**config.mk**
```make
export PLATFORM = sky130hd
export DESIGN_NAME = smrc_top
export DESIGN_NICKNAME = d
export VERILOG_FILES = /design/src/design/smrc_pkg.sv /design/src/design/smrc_top.sv
export SDC_FILE = /design/constraint.sdc
export NUM_CORES = 1
export LEC_CHECK = 0
export ABC_AREA = 1
export BUFFER_PORTS_ARGS = -buffer_cell sky130_fd_sc_hd__buf_2
export CORE_UTILIZATION = 50
export DETAILED_ROUTE_END_ITERATION = 8
export PLACE_DENSITY = 0.67
export SLEW_MARGIN = 20
export SYNTH_ARGS = -nofsm -noshare
export SYNTH_HDL_FRONTEND = slang
export SYNTH_SLANG_ARGS = --single-unit
```
**constraint.sdc**
```tcl
create_clock -name aclk -period 2.6 [get_ports aclk]
set_input_delay 0.13 -clock aclk [delete_from_list [all_inputs] [get_ports aclk]]
set_output_delay 0.13 -clock aclk [all_outputs]
set_load 0.01 [all_outputs]
```
**src/design/smrc_pkg.sv**
```systemverilog
// Shared constants of the ADC input routing control block.
// Assumes a 32-bit AXI4-Lite register bus.
package smrc_pkg;
  // Register byte offsets
  localparam logic [7:0] CTRL_OFS      = 8'h00;
  localparam logic [7:0] SMPL_OFS      = 8'h04;
  localparam logic [7:0] FW_SW_OFS     = 8'h08;
  localparam logic [7:0] HW_OWN_OFS    = 8'h0c;
  localparam logic [7:0] SW_STAT_OFS   = 8'h10;
  localparam logic [7:0] RES_STAT_OFS  = 8'h14;
  localparam logic [7:0] CHAN_CFG_OFS  = 8'h40;
  // Control register fields
  localparam int REF_SEL_LSB     = 4;
  localparam int MINUS_SEL_LSB   = 9;
  localparam int MINUS_REF_BIT   = 13;
  localparam int SW_DISABLE_BIT  = 30;
  // Sample control fields
  localparam int ALT_RES_BIT     = 0;
  localparam int ALIGN_BIT       = 1;
  localparam int SIGNED_LSB      = 2;
  localparam int AVG_CNT_LSB     = 4;
  // Channel configuration fields
  localparam int PIN_LSB         = 0;
  localparam int PORT_LSB        = 4;
  localparam int DIFF_BIT        = 8;
  localparam int RES_BIT         = 9;
  localparam int AVG_BIT         = 10;
  // Reset values
  localparam logic [31:0] CTRL_RST = 32'h0000_0000;
  localparam logic [31:0] SMPL_RST = 32'h0000_0000;
  localparam logic [29:0] SW_RST   = 30'h0000_0000;
  localparam logic [15:0] CFG_RST  = 16'h0000;
  // Switch map: 0..7 pin to plus, 8..15 pin to minus, then the rest
  localparam int SW_TEMP_POS   = 16;
  localparam int SW_SBA_POS    = 17;
  localparam int SW_SBB_POS    = 18;
  localparam int SW_AMPA_POS   = 19;
  localparam int SW_AMPB_NEG   = 20;
  localparam int SW_VSSA_NEG   = 21;
  localparam int SW_SBB_NEG    = 22;
  localparam int SW_FW_REF_NEG = 23;
  localparam int SW_NEG_BASE   = 8;
  // Port and pin addresses
  localparam logic [2:0] PORT_PINS = 3'h0;
  localparam logic [2:0] PORT_AMP  = 3'h1;
  localparam logic [2:0] PORT_INT  = 3'h7;
  localparam logic [2:0] PIN_TEMP  = 3'h0;
  localparam logic [2:0] PIN_SBA   = 3'h2;
  localparam logic [2:0] PIN_SBB   = 3'h3;
  // Minus input selection codes (single-ended)
  localparam logic [2:0] MSEL_VSSA = 3'h0;
  localparam logic [2:0] MSEL_VREF = 3'h6;
  localparam logic [2:0] MSEL_NONE = 3'h7;
  // Effective resolution codes
  localparam logic [1:0] RES_12    = 2'h0;
  localparam logic [1:0] RES_10    = 2'h1;
  localparam logic [1:0] RES_8     = 2'h2;
  // AXI responses
  localparam logic [1:0] RESP_OKAY   = 2'h0;
  localparam logic [1:0] RESP_SLVERR = 2'h2;
endpackage

```
**src/design/smrc_top.sv**
```systemverilog
// Routing switch control and global conversion settings of the ADC.
// Assumes an external scan sequencer giving the active channel index,
// and an analog switch matrix driven by the switch outputs.
`timescale 1ns/1ps

// Behaviour
// Sequencer controls switch only with both bits; sw_ref_minus follows it on MINUS_REF_BIT alone
// Disable bit blocks all sequencer closing
// Firmware bits close regardless of disable
// Port [6:4] and pin [2:0] select input
// Port 0 picks one of eight pins
// Port 7: temp pin0, bus A 2, B 3
// Port 1: amp bus a plus, b diff minus
// Differential ignores pin bit 0, pairs derived
// Valid pairs 0/1, 2/3, 4/5, 6/7
// Minus select used only single-ended
// Software programs minus select single-ended
// Reference to minus needs separate control bit
// Reset leaves firmware control, bits independent
// Owner bit set hands switch to sequencer
// Software should set disable in firmware mode
// Firmware mode ignores minus select field
// Software leaves in-use settings unchanged mid-scan
// Global reference, format, averaging fields held
// Alternate resolution only where channel enables
// Switch output combines firmware and sequencer
module smrc_top
  import smrc_pkg::*;
#(
  parameter int NCHAN = 8,
  parameter int CW    = 3
) (
  input  wire logic             aclk,
  input  wire logic             aresetn,
  input  wire logic [7:0]       s_axi_awaddr,
  input  wire logic             s_axi_awvalid,
  output logic                  s_axi_awready,
  input  wire logic [31:0]      s_axi_wdata,
  input  wire logic [3:0]       s_axi_wstrb,
  input  wire logic             s_axi_wvalid,
  output logic                  s_axi_wready,
  output logic [1:0]            s_axi_bresp,
  output logic                  s_axi_bvalid,
  input  wire logic             s_axi_bready,
  input  wire logic [7:0]       s_axi_araddr,
  input  wire logic             s_axi_arvalid,
  output logic                  s_axi_arready,
  output logic [31:0]           s_axi_rdata,
  output logic [1:0]            s_axi_rresp,
  output logic                  s_axi_rvalid,
  input  wire logic             s_axi_rready,
  input  wire logic             seq_active,
  input  wire logic [CW-1:0]    seq_chan,
  output logic [29:0]           switch_out,
  output logic                  sw_ref_minus,
  output logic [2:0]            ref_sel,
  output logic [1:0]            signed_fmt,
  output logic                  left_align,
  output logic [3:0]            avg_count,
  output logic [1:0]            chan_res,
  output logic                  chan_avg
);
  logic [31:0] ctrl_r;
  logic [31:0] smpl_r;
  logic [29:0] fw_switch_bits_r;
  logic [29:0] switch_hw_owner_r;
  logic [15:0] cfg_r [NCHAN];
  logic [29:0] sw_r;
  logic        ref_r;
  logic [1:0]  res_r;
  logic        avg_r;
  logic [7:0]  awaddr_r;
  logic        aw_have_r;
  logic [31:0] wdata_r;
  logic [3:0]  wstrb_r;
  logic        w_have_r;
  logic        bvalid_r;
  logic [1:0]  bresp_r;
  logic        rvalid_r;
  logic [31:0] rdata_r;
  logic [1:0]  rresp_r;

  // Bus write path
  wire        aw_take   = s_axi_awvalid && !aw_have_r;
  wire        w_take    = s_axi_wvalid && !w_have_r;
  wire [7:0]  wa        = aw_have_r ? awaddr_r : s_axi_awaddr;
  wire [31:0] wd        = w_have_r ? wdata_r : s_axi_wdata;
  wire [3:0]  ws        = w_have_r ? wstrb_r : s_axi_wstrb;
  wire        aw_ok     = aw_have_r || s_axi_awvalid;
  wire        w_ok      = w_have_r || s_axi_wvalid;
  wire        wr_go     = aw_ok && w_ok && !bvalid_r;
  wire        wa_cfg    = wa >= CHAN_CFG_OFS && wa < CHAN_CFG_OFS + 8'(4 * NCHAN);
  wire [7:0]  wa_idx    = (wa - CHAN_CFG_OFS) >> 2;
  wire        wa_hit    = wa == CTRL_OFS || wa == SMPL_OFS || wa == FW_SW_OFS
                          || wa == HW_OWN_OFS || wa == SW_STAT_OFS
                          || wa == RES_STAT_OFS || wa_cfg;
  wire [31:0] wmask     = {{8{ws[3]}}, {8{ws[2]}}, {8{ws[1]}}, {8{ws[0]}}};

  function automatic logic [31:0] merge(input logic [31:0] old,
                                        input logic [31:0] nw,
                                        input logic [31:0] m);
    merge = (old & ~m) | (nw & m);
  endfunction

  always_ff @(posedge aclk) begin
    if (!aresetn) begin
      aw_have_r <= 1'b0;
      w_have_r  <= 1'b0;
      awaddr_r  <= 8'h00;
      wdata_r   <= 32'h0000_0000;
      wstrb_r   <= 4'h0;
      bvalid_r  <= 1'b0;
      bresp_r   <= RESP_OKAY;
    end else begin
      if (wr_go) begin
        aw_have_r <= 1'b0;
        w_have_r  <= 1'b0;
        bvalid_r  <= 1'b1;
        bresp_r   <= wa_hit ? RESP_OKAY : RESP_SLVERR;
      end else begin
        if (aw_take) begin
          aw_have_r <= 1'b1;
          awaddr_r  <= s_axi_awaddr;
        end
        if (w_take) begin
          w_have_r <= 1'b1;
          wdata_r  <= s_axi_wdata;
          wstrb_r  <= s_axi_wstrb;
        end
        if (bvalid_r && s_axi_bready) begin
          bvalid_r <= 1'b0;
        end
      end
    end
  end

  // Registers; reset leaves every switch under firmware ownership
  always_ff @(posedge aclk) begin
    if (!aresetn) begin
      ctrl_r            <= CTRL_RST;
      smpl_r            <= SMPL_RST;
      fw_switch_bits_r  <= SW_RST;
      switch_hw_owner_r <= SW_RST;
    end else if (wr_go) begin
      if (wa == CTRL_OFS) begin
        ctrl_r <= merge(ctrl_r, wd, wmask);
      end
      if (wa == SMPL_OFS) begin
        smpl_r <= merge(smpl_r, wd, wmask);
      end
      if (wa == FW_SW_OFS) begin
        fw_switch_bits_r <= 30'(merge({2'b00, fw_switch_bits_r}, wd, wmask));
      end
      if (wa == HW_OWN_OFS) begin
        switch_hw_owner_r <= 30'(merge({2'b00, switch_hw_owner_r}, wd, wmask));
      end
    end
  end

  genvar gi;
  generate
    for (gi = 0; gi < NCHAN; gi++) begin : g_cfg
      always_ff @(posedge aclk) begin
        if (!aresetn) begin
          cfg_r[gi] <= CFG_RST;
        end else if (wr_go && wa_cfg && wa_idx == 8'(gi)) begin
          cfg_r[gi] <= 16'(merge({16'h0000, cfg_r[gi]}, wd, wmask));
        end
      end
    end
  endgenerate

  // Bus read path
  wire        ar_go   = s_axi_arvalid && !rvalid_r;
  wire        ra_cfg  = s_axi_araddr >= CHAN_CFG_OFS
                        && s_axi_araddr < CHAN_CFG_OFS + 8'(4 * NCHAN);
  wire [7:0]  ra_idx  = (s_axi_araddr - CHAN_CFG_OFS) >> 2;
  logic [31:0] rd_val;
  logic        rd_hit;
  always_comb begin
    rd_hit = 1'b1;
    case (s_axi_araddr)
      CTRL_OFS:     rd_val = ctrl_r;
      SMPL_OFS:     rd_val = smpl_r;
      FW_SW_OFS:    rd_val = {2'b00, fw_switch_bits_r};
      HW_OWN_OFS:   rd_val = {2'b00, switch_hw_owner_r};
      SW_STAT_OFS:  rd_val = {1'b0, ref_r, sw_r};
      RES_STAT_OFS: rd_val = {29'h0, avg_r, res_r};
      default: begin
        rd_val = ra_cfg ? {16'h0000, cfg_r[CW'(ra_idx)]} : 32'h0000_0000;
        rd_hit = ra_cfg;
      end
    endcase
  end

  always_ff @(posedge aclk) begin
    if (!aresetn) begin
      rvalid_r <= 1'b0;
      rdata_r  <= 32'h0000_0000;
      rresp_r  <= RESP_OKAY;
    end else if (ar_go) begin
      rvalid_r <= 1'b1;
      rdata_r  <= rd_val;
      rresp_r  <= rd_hit ? RESP_OKAY : RESP_SLVERR;
    end else if (rvalid_r && s_axi_rready) begin
      rvalid_r <= 1'b0;
    end
  end

  // Active channel decode
  wire [15:0] act_cfg   = cfg_r[seq_chan];
  wire [2:0]  pin       = act_cfg[PIN_LSB +: 3];
  wire [2:0]  port      = act_cfg[PORT_LSB +: 3];
  wire        diff      = act_cfg[DIFF_BIT];
  wire        seq_ok    = seq_active && !ctrl_r[SW_DISABLE_BIT];
  wire [2:0]  msel      = ctrl_r[MINUS_SEL_LSB +: 3];
  wire [2:0]  pos_pin   = diff ? {pin[2:1], 1'b0} : pin;
  wire [2:0]  neg_pin   = {pin[2:1], 1'b1};
  wire        is_pins   = port == PORT_PINS;
  wire        is_amp    = port == PORT_AMP;
  wire        is_int    = port == PORT_INT;
  wire        se_neg    = !diff && (is_pins || is_amp || is_int);

  logic [29:0] seq_sel;
  always_comb begin
    seq_sel = 30'h0000_0000;
    if (is_pins) begin
      seq_sel[pos_pin] = 1'b1;
      if (diff) begin
        seq_sel[SW_NEG_BASE + 32'(neg_pin)] = 1'b1;
      end
    end
    if (is_amp) begin
      seq_sel[SW_AMPA_POS] = 1'b1;
      seq_sel[SW_AMPB_NEG] = diff;
    end
    if (is_int) begin
      seq_sel[SW_TEMP_POS] = pos_pin == PIN_TEMP;
      seq_sel[SW_SBA_POS]  = pos_pin == PIN_SBA;
      seq_sel[SW_SBB_POS]  = pin == PIN_SBB && !diff;
      seq_sel[SW_SBB_NEG]  = diff && pos_pin == PIN_SBA;
    end
    if (se_neg) begin
      seq_sel[SW_VSSA_NEG] = msel == MSEL_VSSA;
      if (msel != MSEL_VSSA && msel < MSEL_VREF) begin
        seq_sel[SW_NEG_BASE + 32'({msel - 3'h1, 1'b1})] = 1'b1;
      end
    end
  end

  // Owned switches follow the sequencer gated by their firmware bit
  wire [29:0] seq_term = fw_switch_bits_r & seq_sel & {30{seq_ok}};
  wire [29:0] sw_nxt   = (switch_hw_owner_r & seq_term)
                         | (~switch_hw_owner_r & fw_switch_bits_r);
  wire        ref_seq  = seq_ok && se_neg && msel == MSEL_VREF;
  wire        ref_nxt  = ctrl_r[MINUS_REF_BIT] ? ref_seq
                         : fw_switch_bits_r[SW_FW_REF_NEG];
  wire        avg_en   = act_cfg[AVG_BIT];
  wire [1:0]  res_nxt  = (avg_en || !act_cfg[RES_BIT]) ? RES_12
                         : (smpl_r[ALT_RES_BIT] ? RES_10 : RES_8);

  always_ff @(posedge aclk) begin
    if (!aresetn) begin
      sw_r  <= SW_RST;
      ref_r <= 1'b0;
      res_r <= RES_12;
      avg_r <= 1'b0;
    end else begin
      sw_r  <= sw_nxt;
      ref_r <= ref_nxt;
      res_r <= res_nxt;
      avg_r <= avg_en;
    end
  end

  assign s_axi_awready = aw_take;
  assign s_axi_wready  = w_take;
  assign s_axi_bvalid  = bvalid_r;
  assign s_axi_bresp   = bresp_r;
  assign s_axi_arready = ar_go;
  assign s_axi_rvalid  = rvalid_r;
  assign s_axi_rdata   = rdata_r;
  assign s_axi_rresp   = rresp_r;
  assign switch_out    = sw_r;
  assign sw_ref_minus  = ref_r;
  assign ref_sel       = ctrl_r[REF_SEL_LSB +: 3];
  assign signed_fmt    = smpl_r[SIGNED_LSB +: 2];
  assign left_align    = smpl_r[ALIGN_BIT];
  assign avg_count     = smpl_r[AVG_CNT_LSB +: 4];
  assign chan_res      = res_r;
  assign chan_avg      = avg_r;
endmodule

```
==> results.txt <==
Rows = 68
worst slew pin tran = 0.815 ns
slowest stage delay, CP = 0.37 ns
CP Cell Sequence = inv_1 > a21oi_4 > nand2_1 > nor2_4 > nand3_1 > o21ai_0 > a21oi_1
global-route wire length before repair = 86300 µm
PwrDens = 645 nW/µm²
Seq/Total Area, Yosys = 49.4%
Final setup viols = 0
Clock Pin Slew Worst Setup and Hold Paths = 0.06 ns
Hold Path Class = input port to flip-flop
routed len/inst = 19.4 µm
H-tree levels = 2
Area growth syn-to-layout = 17.7%
Layout Skew = 0.0214 ns
Gate Count Post-Synth = 2223
Final Wtd Congestion = 0.932
top_reg_cell synth = dfxtp_1
top post-synthesis cells by area = dfxtp_1, edfxtp_1, nand2_1
status = complete, no violations
Post-Syn Area = 17500 µm²
Avg Synthesized Cell Area = 7.87 µm²
nets = 2464
r2r startpoint = w_have_r
core area = 34500 µm²
post-route cell area = 20600 µm²
placed cell count = 2759
Distinct cells, synth = 50
Final Hold Viols = 0
#FFs+latches synth = 368
area share of the largest cell type after synthesis = 27.5%
fin crit share = 93.2%
initial antenna violation count = 0
chip height = 189 µm
TritonCTS clock tree = done
CP delay by family, top = simple AND/OR/NAND/NOR gates
DP Area = 18800 µm²
sum of negative setup slack = 0 ns
vias in the first global route = 15400
most common cell in the netlist = nand2_1
Crit Path Max Fanout = 27
Worst Setup End Kind = flip-flop
Peak VDD IR = 0.000447 V
crit path from = w_have_r
Post-synth EDFFs = 128
Max-cap violations = 0
post-place setup slack = 0.0667 ns
gr usage total = 30.9%
Slew HR = 45.1%
wirelength, routed = 56000 µm
final max-slew violation count = 0
clk root buf = clkbuf_16
Final Critical Period = 2.42 ns
clk_lat worst skew = 0.55 ns
Worst Setup Start Kind = flip-flop
largest net degree at the start of global routing = 148
Initial Utilization = 50.8%
port bufs = 145
I/O pin count = 148
Remaining Overflow, GRT = 0
Initial DRC Count = 1819
CP max-delay cell = a21oi_4
clock buffer depth = 3
Die Wd = 189 µm
Antenna diodes = 0
Setup CP Type = flip-flop to flip-flop
Commonest cells post-synth = nand2_1, a21oi_1, dfxtp_1, o21ai_0, inv_1
RSZ-0062 raised after global routing = false
die footprint = 35700 µm²
DP Wirelength = 38400 µm
fraction of layout cells with a size suffix above 1 = 14.7%
cell taking the most area after synthesis = dfxtp_1
CTS sink cnt = 368
asr flop ratio synth = 0%
final cell count without fillers = 2884
Ys Warns = 0
First-pass DRT Iterations = 6
Worst EP arrival = 2.84 ns
f_max = 0.413 GHz
Routed Antenna Nets = 0
Min Hold Slack = 0.0511 ns
CP bufs+invs = 1
worst path required time = 3.02 ns
Vias = 16500
leakage power = 8.13 nW
DRC = 0
CTS buffer count = 40
Hold Startpoint = aresetn
setup ws final = 0.178 ns
Via density = 5.72
## power by group
group	leakage, nW	switching [W]	total (W)	internal (W)
combinational	4.25	0.00103	0.00146	0.000433
clock	0.622	0.00233	0.00561	0.00329
sequential	3.26	0.0000963	0.00620	0.00610
## per-stage QoR
step	utilization, %	total power (W)
floorplan	-	0.00716
finish	59.7	0.0133
global route	59.7	0.0137
global placement	54.5	0.00767
CTS	59.6	0.0133
detailed placement	54.5	0.00769
## timing repair
item                       CTS  global route
buffers inserted             0             4
hold endpoints to repair    48             0
hold buffers                49             0
gates resized for setup      0             3
setup endpoints to repair    0            17
## cell usage in the layout, fill, tap and decap left out, types with 5 or more instances in the layout
cell | synthesis | layout
nand2_1 | 461 | 461
a21oi_1 | 269 | 269
dfxtp_1 | 240 | 240
o21ai_0 | 230 | 230
inv_1 | 210 | 206
nor2_1 | 195 | 194
buf_2 | 30 | 144
edfxtp_1 | 128 | 128
nand3_1 | 86 | 85
buf_4 | 13 | 69
o22ai_1 | 51 | 51
dlygate4sd3_1 | 0 | 49
clkbuf_16 | 0 | 42
a211oi_1 | 28 | 28
or2_2 | 27 | 27
nor3_1 | 25 | 25
o211ai_1 | 22 | 22
clkbuf_1 | 80 | 15
a31oi_1 | 14 | 14
inv_2 | 10 | 12
o31ai_1 | 13 | 11
nor2_4 | 8 | 8
a211oi_2 | 8 | 8
o2111ai_1 | 7 | 7
nand4_1 | 6 | 6
nand4_4 | 5 | 5
clkinv_1 | 1 | 5
buf_12 | 0 | 5
## cell type report
type                       count  area, µm²
inverter                     221        835
fill                        3082      13900
multi-input combinational   1501       7420
tap                          455        569
clock buffer                  61       1160
timing repair buffer         267       1830
clock inverter                11        115
sequential                   368       8650
## cells by family after synthesis
kind of cell / count (synthesis) / share of synthesized area [%]
AOI/OAI and AO/OA: 663 / 21.4
adders and majority gates: 2 / 0.143
buffers and inverters: 355 / 8.32
DFF: 368 / 49.4
muxes: 2 / 0.114
other: 1 / 0.0214
and+or+nand+nor: 832 / 20.6
## worst reg2reg max path, stage by stage (launching register included)
cell,delay (ns)
dfxtp_1,0.34
inv_1,0.33
a21oi_4,0.37
nand2_1,0.17
nor2_4,0.37
nand3_1,0.37
o21ai_0,0.30
a21oi_1,0.06
## routing by layer
layer	up-vias	part of all wire (%)	GRT usage [%]
met4	0	2.6	9.77
li1	7861	-	-
met1	7701	43	42.7
met5	-	0	0
met2	838	45	48.4
met3	107	10	6.32
## path summary, 6_finish.rpt
path / endpoint / cells after the start / slack [ns]
max: flip-flop / 7 / 0.18
min: flip-flop / 3 / 0.05
max reg2reg: flip-flop / 7 / 0.18
min reg2reg: chan_res[1] / 1 / 0.40
Power figures use the tool's default switching activity.
